===== src/hw/acf_timing_pkg.sv =====
/*
 * constants for the active-clamp flyback timing core: register map, field
 * positions, reset values, state encoding and all timing counts.
 * assumes a single 10 mhz core clock; every time below is turned into cycles here.
 */
package acf_timing_pkg;

	// ------------------------------------------------------------
	// clock
	// ------------------------------------------------------------
	localparam int unsigned CLK_PERIOD_PS = 100000; // 10 mhz core clock

	// ------------------------------------------------------------
	// documented times, in their own units
	// ------------------------------------------------------------
	localparam int unsigned WAKE_TIME_NS = 2200; // 2.2 us driver wake-up
	localparam int unsigned ZC_TIMEOUT_NS = 2200; // 2.2 us zero-cross time-out
	localparam int unsigned LH_DEAD_FIXED_NS = 40; // fixed low-to-high dead time
	localparam int unsigned ZC_TO_HIGH_NS = 50; // zero-cross to high-side delay
	localparam int unsigned BLANK_LOW_NS = 130; // sense blanking, strap low
	localparam int unsigned BLANK_HIGH_NS = 200; // sense blanking, strap high
	localparam int unsigned MIN_ON_LOW_NS = 65; // min low-side on time, strap low
	localparam int unsigned MIN_ON_HIGH_NS = 90; // min low-side on time, strap high

	// least times round up, longest times round down, never below one cycle
	function automatic int unsigned cyc_up(input int unsigned ns);
		int unsigned c;
		c = (ns * 1000 + CLK_PERIOD_PS - 1) / CLK_PERIOD_PS;
		return (c < 1) ? 1 : c;
	endfunction
	function automatic int unsigned cyc_dn(input int unsigned ns);
		int unsigned c;
		c = (ns * 1000) / CLK_PERIOD_PS;
		return (c < 1) ? 1 : c;
	endfunction

	localparam logic [7:0] WAKE_CYC = 8'(cyc_up(WAKE_TIME_NS));
	localparam logic [7:0] ZC_TIMEOUT_CYC = 8'(cyc_dn(ZC_TIMEOUT_NS));
	localparam logic [7:0] LH_DEAD_FIXED_CYC = 8'(cyc_up(LH_DEAD_FIXED_NS));
	localparam logic [7:0] ZC_TO_HIGH_CYC = 8'(cyc_up(ZC_TO_HIGH_NS));
	localparam logic [7:0] BLANK_LOW_CYC = 8'(cyc_up(BLANK_LOW_NS));
	localparam logic [7:0] BLANK_HIGH_CYC = 8'(cyc_up(BLANK_HIGH_NS));
	localparam logic [7:0] MIN_ON_LOW_CYC = 8'(cyc_up(MIN_ON_LOW_NS));
	localparam logic [7:0] MIN_ON_HIGH_CYC = 8'(cyc_up(MIN_ON_HIGH_NS));

	// ------------------------------------------------------------
	// tuning and line feed-forward
	// ------------------------------------------------------------
	localparam logic [9:0] LINE_KNEE_UA = 10'd666; // extension starts below this
	localparam logic [4:0] TZ_EXT_NUM = 5'd14; // full extension is 14/10 of minimum
	localparam logic [13:0] TZ_EXT_DEN = 14'd6660; // 10 x knee current
	localparam logic [3:0] SETTLE_CYCLES = 4'd15; // loop settled by this many cycles
	localparam logic [7:0] COARSE_STEP = 8'h04; // demag step before settling
	localparam logic [7:0] FINE_STEP = 8'h01; // one lsb after settling
	localparam logic [7:0] DEMAG_RESET = 8'h02; // short start: valley switching

	// ------------------------------------------------------------
	// register map (byte addresses) and fields
	// ------------------------------------------------------------
	localparam logic [3:0] CTRL_ADDR = 4'h0;
	localparam logic [3:0] TIMING_ADDR = 4'h4;
	localparam logic [3:0] STATUS_ADDR = 4'h8;
	localparam int unsigned CTRL_ENABLE_BIT = 0;
	localparam int unsigned CTRL_MODE_LSB = 1; // 2-bit operating mode
	localparam int unsigned CTRL_PULSES_LSB = 4; // 4-bit pulses per packet
	localparam int unsigned CTRL_IDLE_LSB = 8; // 8-bit burst idle cycles
	localparam int unsigned TIMING_ONMAX_LSB = 0; // 8-bit low-side on-time cap
	localparam int unsigned TIMING_TZMIN_LSB = 8; // 8-bit minimum falling wait
	localparam logic [31:0] CTRL_RESET = 32'h0000_2040;
	localparam logic [31:0] TIMING_RESET = 32'h0000_0414;

	typedef enum logic [1:0] {MODE_AAM, MODE_ABM, MODE_LPM, MODE_SBP} op_mode_t;

	typedef enum {
		ST_IDLE, ST_WAKE, ST_ZC_WAIT, ST_LOW_ON, ST_LH_DEAD, ST_HIGH_ON, ST_TZ_WAIT, ST_VALLEY
	} phase_t;

endpackage


===== src/hw/acf_zvs_deadtime_timing.sv =====
/*
 * timing core of an active-clamp flyback controller: low/high gate commands,
 * driver enable, burst wake-up and zero-cross wait, dead times, sense blanking,
 * demag interval auto-tuning and line feed-forward on the falling wait.
 * assumes all inputs synchronous to core_clk, comparators already digitised,
 * and a simple strobe register port with read data one cycle later.
 */
//
// Contract
// - driver enable high whenever driver must run
// - driver enable low between burst packets
// - wait 2.2 us after enable rises
// - first low pulse on zero-cross or 2.2 us
// - strap picks 4 V or 9 V target
// - strap low: 40 ns dead, high: adaptive
// - blank sense 130 or 200 ns
// - low-power modes: min on 65/90 ns
// - auto-tune high on-time via demag interval
// - node still high: lengthen demag next cycle
// - settled loop steps one lsb per cycle
// - settle within 15 cycles then toggle lsb
// - low line current extends wait to 140%; code adds up to 140% of the minimum, so the wait reaches 240%
// - sample line info only while low on
// - adaptive: high on 50 ns after zero-cross
// - falling wait is high-fall to low-rise
`timescale 1ns/1ps

module acf_zvs_deadtime_timing
	import acf_timing_pkg::*;
(
	input wire logic core_clk,
	input wire logic rst,
	input wire logic clk_en, // low freezes all state
	input wire logic stage_select, // strap, caught once after reset
	input wire logic zero_cross_detect, // aux winding zero crossing
	input wire logic switch_node_sense, // high: node still above target
	input wire logic cs_trip, // current-sense peak comparator
	input wire logic [9:0] line_sense_current, // line current in ua
	input wire logic [3:0] reg_addr,
	input wire logic [31:0] reg_wdata,
	input wire logic reg_wr,
	input wire logic reg_rd,
	output logic [31:0] reg_rdata,
	output logic low_side_gate_cmd,
	output logic high_side_gate_cmd,
	output logic driver_enable,
	output logic soft_switch_target, // high selects the 9 v target
	output logic sense_blank // high while the cs compare is masked
);

	// ------------------------------------------------------------
	// declarations
	// ------------------------------------------------------------
	logic [31:0] ctrl_q; // enable, mode, packet size, idle time
	logic [31:0] timing_q; // on-time cap, minimum falling wait
	logic [31:0] rdata_q; // read data, valid one cycle after strobe
	logic strap_q; // caught stage select
	logic strap_taken_q; // strap sampled after release
	phase_t phase_q, phase_d; // sequencer state
	logic [7:0] cnt_q; // per-phase cycle timer
	logic [3:0] pulse_q; // low pulses in this packet
	logic [7:0] demag_q; // synthesised demag interval, cycles
	logic [3:0] tune_cyc_q; // switching cycles since tuning began
	logic settled_q; // tuning loop locked
	logic last_up_q; // direction of previous step
	logic [9:0] line_q; // line current held from the low-side on phase
	logic [9:0] tz_q; // falling wait in use
	logic low_d, high_d; // next gate commands
	logic run_d; // next driver enable
	logic low_q, high_q, run_q, blank_q;
	op_mode_t mode;
	logic high_allowed; // high side runs only in aam and abm
	logic burst;
	logic [7:0] blank_cyc, min_on_cyc;
	logic blank_done, min_on_done, on_max_done;
	logic tz_done;

	assign mode = op_mode_t'(ctrl_q[CTRL_MODE_LSB +: 2]);
	assign high_allowed = (mode == MODE_AAM) || (mode == MODE_ABM);
	assign burst = (mode != MODE_AAM);
	assign blank_cyc = strap_q ? BLANK_HIGH_CYC : BLANK_LOW_CYC;
	assign min_on_cyc = high_allowed ? 8'h01 : (strap_q ? MIN_ON_HIGH_CYC : MIN_ON_LOW_CYC);
	assign blank_done = (cnt_q >= blank_cyc);
	assign min_on_done = (cnt_q >= min_on_cyc);
	assign on_max_done = (cnt_q >= timing_q[TIMING_ONMAX_LSB +: 8]);
	assign tz_done = ({2'b00, cnt_q} >= tz_q);

	// ------------------------------------------------------------
	// register port
	// ------------------------------------------------------------

	// software writes: control and timing words
	always_ff @(posedge core_clk or posedge rst) begin
		if (rst) begin
			ctrl_q <= CTRL_RESET;
			timing_q <= TIMING_RESET;
		end else if (clk_en && reg_wr) begin
			if (reg_addr == CTRL_ADDR) begin
				ctrl_q <= {16'h0000, reg_wdata[15:0]};
			end else if (reg_addr == TIMING_ADDR) begin
				timing_q <= {16'h0000, reg_wdata[15:0]};
			end
		end
	end

	// reads: one-cycle latency, unmapped addresses read zero
	always_ff @(posedge core_clk or posedge rst) begin
		if (rst) begin
			rdata_q <= 32'h0000_0000;
		end else if (clk_en) begin
			if (reg_rd) begin
				unique case (reg_addr)
					CTRL_ADDR: rdata_q <= ctrl_q;
					TIMING_ADDR: rdata_q <= timing_q;
					// 6 + 10 + 8 + 4 + 4 bits: fields sit exactly at their mapped positions
					STATUS_ADDR: rdata_q <= {6'h00, tz_q, demag_q, pulse_q, settled_q, strap_q, high_q, run_q};
					default: rdata_q <= 32'h0000_0000;
				endcase
			end else begin
				rdata_q <= 32'h0000_0000; // data stands only in the cycle after the strobe
			end
		end
	end

	// ------------------------------------------------------------
	// strap capture
	// ------------------------------------------------------------

	// caught on the first enabled edge after reset; fixed afterwards so the
	// blanking and dead-time choice cannot change in the middle of a packet
	always_ff @(posedge core_clk or posedge rst) begin
		if (rst) begin
			strap_q <= 1'b0;
			strap_taken_q <= 1'b0;
		end else if (clk_en && !strap_taken_q) begin
			strap_q <= stage_select;
			strap_taken_q <= 1'b1;
		end
	end

	// ------------------------------------------------------------
	// line feed-forward on the falling wait
	// ------------------------------------------------------------

	// line information is only meaningful with the low side on
	always_ff @(posedge core_clk or posedge rst) begin
		if (rst) begin
			line_q <= LINE_KNEE_UA;
		end else if (clk_en && phase_q == ST_LOW_ON) begin
			line_q <= line_sense_current;
		end
	end

	// tz = tz_min + tz_min * 1.4 * (knee - i) / knee below the knee
	always_ff @(posedge core_clk or posedge rst) begin
		logic [9:0] diff;
		logic [22:0] prod;
		if (rst) begin
			tz_q <= 10'h000;
		end else if (clk_en) begin
			diff = (line_q < LINE_KNEE_UA) ? 10'(LINE_KNEE_UA - line_q) : 10'h000;
			prod = 23'(timing_q[TIMING_TZMIN_LSB +: 8]) * 23'(diff) * 23'(TZ_EXT_NUM);
			tz_q <= 10'(timing_q[TIMING_TZMIN_LSB +: 8]) + 10'(prod / 23'(TZ_EXT_DEN));
		end
	end

	// ------------------------------------------------------------
	// sequencer
	// ------------------------------------------------------------

	// next phase; each phase owns at most one gate, so no path lets both rise
	always_comb begin
		phase_d = phase_q;
		unique case (phase_q)
			ST_IDLE: begin
				// in burst the idle gap is the packet off-time with the driver asleep
				if (ctrl_q[CTRL_ENABLE_BIT] && (!burst || cnt_q >= ctrl_q[CTRL_IDLE_LSB +: 8])) begin
					phase_d = ST_WAKE;
				end
			end
			ST_WAKE: begin
				if (cnt_q >= WAKE_CYC - 8'h01) begin
					phase_d = ST_ZC_WAIT;
				end
			end
			ST_ZC_WAIT: begin
				if (zero_cross_detect || cnt_q >= ZC_TIMEOUT_CYC - 8'h01) begin
					phase_d = ST_LOW_ON;
				end
			end
			ST_LOW_ON: begin
				// peak trip ignored inside blanking and before the minimum on-time
				if (on_max_done || (cs_trip && blank_done && min_on_done)) begin
					phase_d = high_allowed ? ST_LH_DEAD : ST_VALLEY;
				end
			end
			ST_LH_DEAD: begin
				if (!strap_q) begin
					if (cnt_q >= LH_DEAD_FIXED_CYC - 8'h01) begin
						phase_d = ST_HIGH_ON;
					end
				end else if (cnt_q >= ZC_TIMEOUT_CYC - 8'h01) begin
					phase_d = ST_HIGH_ON; // no edge seen: do not stall the cycle
				end else if (zero_cross_detect) begin
					phase_d = ST_HIGH_ON; // one cycle covers the 50 ns delay
				end
			end
			ST_HIGH_ON: begin
				if (cnt_q >= demag_q - 8'h01) begin
					phase_d = ST_TZ_WAIT;
				end
			end
			ST_TZ_WAIT: begin
				if (tz_done) begin
					phase_d = ST_LOW_ON;
				end
			end
			ST_VALLEY: begin
				if (zero_cross_detect || cnt_q >= ZC_TIMEOUT_CYC - 8'h01) begin
					phase_d = ST_LOW_ON;
				end
			end
		endcase
		// packet complete, or disabled: drop the driver and go idle
		if ((phase_d == ST_LOW_ON) && (phase_q != ST_LOW_ON) && burst
				&& (pulse_q >= ctrl_q[CTRL_PULSES_LSB +: 4]) && (phase_q != ST_ZC_WAIT)) begin
			phase_d = ST_IDLE;
		end
		if (!ctrl_q[CTRL_ENABLE_BIT]) begin
			phase_d = ST_IDLE;
		end
	end

	// gate and enable outputs follow the next phase
	always_comb begin
		low_d = (phase_d == ST_LOW_ON);
		high_d = (phase_d == ST_HIGH_ON) && !low_d;
		run_d = (phase_d != ST_IDLE);
	end

	// phase register, timer and registered outputs
	always_ff @(posedge core_clk or posedge rst) begin
		if (rst) begin
			phase_q <= ST_IDLE;
			cnt_q <= 8'h00;
			low_q <= 1'b0;
			high_q <= 1'b0;
			run_q <= 1'b0;
			blank_q <= 1'b0;
		end else if (clk_en) begin
			phase_q <= phase_d;
			if (phase_d != phase_q) begin
				cnt_q <= 8'h00;
			end else if (cnt_q != 8'hff) begin
				cnt_q <= cnt_q + 8'h01;
			end
			low_q <= low_d;
			high_q <= high_d;
			run_q <= run_d;
			// blank from the low-side rise for the strap-selected count
			blank_q <= low_d && ((phase_d != phase_q) || (cnt_q + 8'h01 < blank_cyc));
		end
	end

	// pulses per packet, counted at each low-side rise
	always_ff @(posedge core_clk or posedge rst) begin
		if (rst) begin
			pulse_q <= 4'h0;
		end else if (clk_en) begin
			if (phase_d == ST_IDLE) begin
				pulse_q <= 4'h0;
			end else if (phase_d == ST_LOW_ON && phase_q != ST_LOW_ON && pulse_q != 4'hf) begin
				pulse_q <= pulse_q + 4'h1;
			end
		end
	end

	// ------------------------------------------------------------
	// demag interval tuning
	// ------------------------------------------------------------

	// judged when the falling wait expires; coarse steps until settled, then
	// one lsb a cycle so steady state only dithers around the target
	always_ff @(posedge core_clk or posedge rst) begin
		logic [7:0] step;
		if (rst) begin
			demag_q <= DEMAG_RESET;
			tune_cyc_q <= 4'h0;
			settled_q <= 1'b0;
			last_up_q <= 1'b1;
		end else if (clk_en) begin
			step = settled_q ? FINE_STEP : COARSE_STEP;
			if (!high_allowed) begin
				tune_cyc_q <= 4'h0; // valley switching: loop parked
				settled_q <= 1'b0;
			end else if (phase_q == ST_TZ_WAIT && tz_done) begin
				if (switch_node_sense) begin
					demag_q <= (demag_q > 8'hff - step) ? 8'hff : demag_q + step;
					last_up_q <= 1'b1;
				end else begin
					demag_q <= (demag_q > step) ? demag_q - step : 8'h01;
					last_up_q <= 1'b0;
				end
				if (tune_cyc_q != 4'hf) begin
					tune_cyc_q <= tune_cyc_q + 4'h1;
				end
				// settle on first reversal, and never later than the cycle bound
				if ((last_up_q != switch_node_sense) || (tune_cyc_q >= SETTLE_CYCLES - 4'h2)) begin
					settled_q <= 1'b1;
				end
			end
		end
	end

	// ------------------------------------------------------------
	// outputs
	// ------------------------------------------------------------
	assign reg_rdata = rdata_q;
	assign low_side_gate_cmd = low_q;
	assign high_side_gate_cmd = high_q;
	assign driver_enable = run_q;
	assign soft_switch_target = strap_q;
	assign sense_blank = blank_q;

endmodule


===== config.mk =====
export PLATFORM = sky130hd
export DESIGN_NAME = acf_zvs_deadtime_timing
export DESIGN_NICKNAME = d
export VERILOG_FILES = /design/src/hw/acf_timing_pkg.sv /design/src/hw/acf_zvs_deadtime_timing.sv
export SDC_FILE = /design/constraint.sdc
export NUM_CORES = 1
export LEC_CHECK = 0
export BUFFER_PORTS_ARGS = -buffer_cell sky130_fd_sc_hd__clkbuf_2
export CELL_PAD_IN_SITES_DETAIL_PLACEMENT = 1
export CELL_PAD_IN_SITES_GLOBAL_PLACEMENT = 1
export CORE_MARGIN = 3
export CORE_UTILIZATION = 50
export DETAILED_ROUTE_END_ITERATION = 7
export PLACE_DENSITY = 0.93
export SLEW_MARGIN = 20
export SYNTH_ARGS = -nofsm -noshare
export SYNTH_HDL_FRONTEND = slang
export SYNTH_SLANG_ARGS = --single-unit

===== constraint.sdc =====
create_clock -name core_clk -period 47.4 [get_ports core_clk]
set_input_delay 7.11 -clock core_clk [delete_from_list [all_inputs] [get_ports core_clk]]
set_output_delay 7.11 -clock core_clk [all_outputs]
set_load 0.05 [all_outputs]

---- Word level (Yosys, flattened, before mapping) ----
Index checks and enable logic that the tools add are counted.
word-level totals
  bits of input ports ..................... 55
  word-level logic and storage cells ...... 142
  output and inout bits ................... 37
  flip-flop bits (word level) ............. 148
cells by class
  bitwise gates (word level) .............. 1
  reduce and logical (&&, ||, !) cells .... 40
  multiply operators ...................... 2
  $lt $le $gt $ge ......................... 14
  add/sub/neg operators ................... 9
  equality and inequality tests ........... 25
  mux-type cells .......................... 32
  divide/modulo/power cells ............... 1
operators with widths
  operator                                                            count
  2-to-1 mux 32 bit                                                   13
  == test 32 x 3 -> 1 bit (second input constant)                     7
  one-hot mux 32 bit (7 select lines)                                 1
  one-hot mux 26 bit (3 select lines)                                 1
  == test 32 x 2 -> 1 bit (second input constant)                     2
  == test 32 x 4 -> 1 bit (second input constant)                     2
  logical NOT 32 bit                                                  2
  != test 32 x 3 -> 1 bit (second input constant)                     2
  2-to-1 mux 8 bit                                                    5
  == test 32 x 1 -> 1 bit (second input constant)                     1
  != test 32 bit                                                      1
  nonzero test 32 bit                                                 1
  greater-or-equal comparator 8 bit                                   3
  divider 22 x 13 -> 23 bit (second input constant)                   1
  multiplier 18 x 3 -> 21 bit (second input constant)                 1
  2-to-1 mux 4 bit                                                    5
  multiplier 8 x 10 -> 18 bit                                         1
  greater-or-equal comparator 8 x 1 -> 1 bit (second input constant)  2
  logical AND 1 bit                                                   15
  AND reduction 3 bit                                                 4
  adder 8 x 10 -> 10 bit                                              1
  greater-or-equal comparator 8 x 10 -> 1 bit                         1
  < comparator 10 bit (second input constant)                         1
  2-to-1 mux 10 bit                                                   1
  32 further kinds                                                    50

---- Longest topological paths before layout ----
  depth after elaboration ................. 18
  depth in mapped cells ................... 92

---- Least setup slack after synthesis ----
Ideal clock, no wire load.
  path type ............................... flip-flop to flip-flop
  start ................................... register line_q[0]
  end ..................................... register tz_q[7]
  arrival time ............................ 18.596 ns
  library setup time ...................... 0.083 ns
  required time ........................... 47.317 ns
  buffers on the path ..................... 8
  path slack .............................. 28.722 ns
  stages on the path, launching flop included .. 85
  path through ............................ dfrtp_1 ha_1 or3_1 a211o_1 clkbuf_1 nor2_1 nand2_1 fa_1 fa_1 inv_1 fa_1 inv_1 fa_1 inv_1 ha_1 inv_1 o21bai_1 a21oi_1 [... 49 more ...] o21ai_1 a21oi_1 xnor2_1 and2_1 o41a_4 nor4_2 xor2_1 o2111ai_1 ha_1 a21o_1 a21o_1 a21o_1 a21oi_1 nor2b_1 o21a_1 o21a_1 or3b_2 o21ai_0
on the way
  longest elaborated chain between the ends .. 6
  elaborated cells on any way between the ends .. 7
  classes of those cells .................. 2 x add/sub; 2 x mul; 1 x div; 1 x order compare; 1 x mux
RTL lines
  what                                                             line                            source
  start: declaration                                               acf_zvs_deadtime_timing.sv:66   logic [9:0] line_q;
  start signal: assignment                                         acf_zvs_deadtime_timing.sv:150  line_q <= line_sense_current;
  subtractor 10 bit / < comparator 10 bit (equally long branches)  acf_zvs_deadtime_timing.sv:161  diff = (line_q < LINE_KNEE_UA) ? 10'(LINE_KNEE_UA - line_q) : 10'h000;
  2-to-1 mux 10 bit (*)                                            acf_zvs_deadtime_timing.sv:161
  multiplier 8 x 10 -> 18 bit (*)                                  acf_zvs_deadtime_timing.sv:162  prod = 23'(timing_q[TIMING_TZMIN_LSB +: 8]) * 23'(diff) * 23'(TZ_EXT_NUM);
  multiplier 18 x 3 -> 21 bit (*)                                  acf_zvs_deadtime_timing.sv:162
  divider 22 x 13 -> 23 bit (*)                                    acf_zvs_deadtime_timing.sv:163  tz_q <= 10'(timing_q[TIMING_TZMIN_LSB +: 8]) + 10'(prod / 23'(TZ_EXT_DEN));
  adder 8 x 10 -> 10 bit (*)                                       acf_zvs_deadtime_timing.sv:163
  end signal: assignment                                           acf_zvs_deadtime_timing.sv:163
  end: declaration                                                 acf_zvs_deadtime_timing.sv:67   logic [9:0] tz_q;
Every way passes the cells marked *; elsewhere a longest branch is shown, timed or not.
A chain may end at the register's enable or synchronous reset.

---- Final worst setup path ----
Same ends and word-level chain as after synthesis.

==> impl_metrics.yaml <==
final_layout:
  diodes: 0
  final_nets: 2485
  final_cell_mix: "203 x nand2_1, 190 x inv_1, 138 x nor2_1"
  final_common_cell: "nand2_1"
  final-instance-count-excl-fill: 2716
  area_growth_pct: 6.313
  utilization_pct: 54.40
  fillers: 4316
  layout-drive-gt1-share_pct: 12.06
die:
  core_um2: 35830
  fp-row-count: 69
  die_x_um: 197.5
  ios: 92
  start_util_pct: 51.17
  die_height_um: 197.5
  die-area_um2: 39000
placed_design:
  portBuffers: 69
  placedCellCount: 2683
  place.gp.congestion: 0.9206
  dp_hpwl_mm: 47.25
timing:
  holdWs_ns: 0.4718
  fin_skew_ns: 0.01057
  setup_tns_ns: 0
  setup_viol: 0
  finalCritPeriodShare_pct: 50.99
  fmax_mhz: 41.37
  worst_slew_pin_slew_ns: 1.173
  finalHoldViolCount: 0
  relSlewSlack_pct: 21.83
  maxSlewViolCount: 0
  rsz0062_at_grt: "no"
  finalCriticalPeriod_ns: 24.17
synth:
  synth-async-reset-ratio_pct: 100.0
  synth_edf_count: 0
  syn_avg_cell_area_um2: 8.192
  ys_ff_latch: 142
  yosysSeqAreaShare_pct: 19.46
  synth_area_um2: 18330
  yosys.cell_types.count: 138
  ys.flop_type: "dfrtp_1"
  syn_inst: 2238
  yosys_warnings: 0
clocking:
  cts_tree: "built"
  cts.sinks: 142
  cts_max_level: 4
  ctsHoldBuffers: 0
  post-cts-setup-buffers: 0
  numCtsBuffers: 17
  cts_resized: 0
  cts.clk_slew.worst_paths_ns: 0.07
  clock_latency_ns: 0.44
  root_buffer: "clkbuf_16"
  cts.path.max_buffers: 2
drt:
  drt_pre_antenna_iters: 7
  wl_per_cell_um: 23.85
  wl_mm: 64.77
  drt_iter0_markers: 1375
  ant_nets: 0
  drcViolationCount: 0
  routed_via_density: 6.741
  vias: 18308
critical_path:
  slowest_stage: "a221oi_1"
  cp_common_cell: "a21oi_1"
  critPathMaxFanout: 16
  rr_worst_depth: 74
  critPathCaptureType: "flop"
  worst_ep_arrival_time_ns: 24.51
  cp-start-kind: "flop"
  crit_type: "flop to flop"
  slowest_delay_ns: 1.01
  critPathRequiredTime_ns: 47.74
global_route:
  grt_pass1_wl_mm: 104.4
  grt_pass1_vias: 20041
  grt-ovfl-total: 0
  grtUsageTotal_pct: 32.57
  grt_max_degree: 79
  antenna_found_initial: 0
status:
  status: "complete, no violations"
hold_path:
  hold_depth: 1
  hold_path_class: "flop to flop"
flow_run:
  maxCapViolCount: 0
[cell usage after synthesis, types with 32 or more instances]
master	number	area (um2)
nor2b_1	43	269.0
and2_1	58	362.9
ha_1	127	1589
and3_1	34	212.7
nand2_1	203	762.0
nor2_1	139	521.8
inv_1	191	716.9
a31oi_1	33	206.5
fa_1	61	1221
xnor2_1	95	832.1
dfrtp_1	130	3253
mux2_2	32	360.4
o21ai_0	132	660.6
a21o_1	33	247.7
a21oi_1	133	665.6
nor3_1	58	290.3
xor2_1	39	341.6
nand3_1	51	255.2
clkbuf_1	56	210.2
[cell families (layout without fill, tap and decap cells)]
| logic type | count (synthesis) | count (layout) | share of synthesized area, % |
|---|---|---|---|
| compound gates | 666 | 666 | 26.96 |
| xor+xnor | 140 | 140 | 6.934 |
| fa+ha+maj | 188 | 188 | 15.33 |
| buf+inv | 297 | 309 | 6.743 |
| flops | 142 | 142 | 19.46 |
| mux | 56 | 56 | 3.310 |
| other cells | 1 | 6 | 0.02045 |
| simple gates | 748 | 748 | 21.24 |
[worst max-delay path: cells and delay by family (launching register included)]
kind | cells | cell delay [ns]
XOR/XNOR | 5 | 1.70
AO/OA/AOI/OAI | 33 | 9.98
AND/OR/NAND/NOR | 20 | 6.09
flip-flops | 1 | 0.62
adder cells (fa/ha/maj) | 9 | 3.65
multiplexers | 3 | 1.65
buffers and inverters | 4 | 0.34
[final timing paths]
| check | start | end | slack, ns |
|---|---|---|---|
| min in group asynchronous | rst | reg_rdata[0]$_DFFE_PP0P_ | 6.79 |
| setup / recovery | line_q[0]$_DFFE_PP0P_ | tz_q[7]$_DFFE_PP0P_ | 23.23 |
| hold / removal | strap_taken_q$_DFFE_PP0P_ | strap_taken_q$_DFFE_PP0P_ | 0.47 |
| hold reg to reg | strap_taken_q$_DFFE_PP0P_ | strap_taken_q$_DFFE_PP0P_ | 0.47 |
| setup reg to reg | line_q[0]$_DFFE_PP0P_ | tz_q[7]$_DFFE_PP0P_ | 23.23 |
| max in group asynchronous | rst | demag_q[3]$_DFFE_PP0P_ | 39.25 |
[flip-flops by register name (all words and copies together), names as in the netlist]
| name | count |
|---|---|
| high_side_gate_cmd | 1 |
| reg_rdata | 26 |
| line_q | 10 |
| soft_switch_target | 1 |
| sense_blank | 1 |
| driver_enable | 1 |
| cnt_q | 8 |
| tune_cyc_q | 4 |
| settled_q | 1 |
| demag_q | 8 |
| last_up_q | 1 |
| tz_q | 10 |
| strap_taken_q | 1 |
| pulse_q | 4 |
| low_side_gate_cmd | 1 |
| ctrl_q | 16 |
| phase_q | 32 |
| timing_q | 16 |
[final cells by class]
class / instances / area, um2 / share of cell area, %
multi-input cells: 1804 / 13570 / 69.62
repair buffers: 80 / 435.4 / 2.234
well taps: 461 / 576.8 / 2.959
clock inverters: 12 / 132.6 / 0.6804
flip-flops and latches: 142 / 3568 / 18.31
inverters: 197 / 752.0 / 3.858
clock buffers: 20 / 456.7 / 2.343
[routing by layer]
| layer | wire length (um) | GRT usage [%] | vias to the layer above |
|---|---|---|---|
| li1 | - | - | 8062 |
| met3 | 3474 | 5.117 | 279 |
| met5 | 0 | 0 | - |
| met2 | 33230 | 60.18 | 751 |
| met1 | 25010 | 36.91 | 9216 |
| met4 | 3060 | 14.84 | 0 |
[metrics by stage]
stage | instance area (um2) | setup WS, ns
global placement | 18880 | 25.03
finish | 19490 | 23.23
floorplan | 18350 | 28.72
global route | 19490 | 21.97
CTS | 19470 | 23.62
detailed placement | 18880 | 23.74
Power is left out: the tool's default activity adds up to more than one toggle a clock period on the data nets, which glitch-free logic cannot reach.
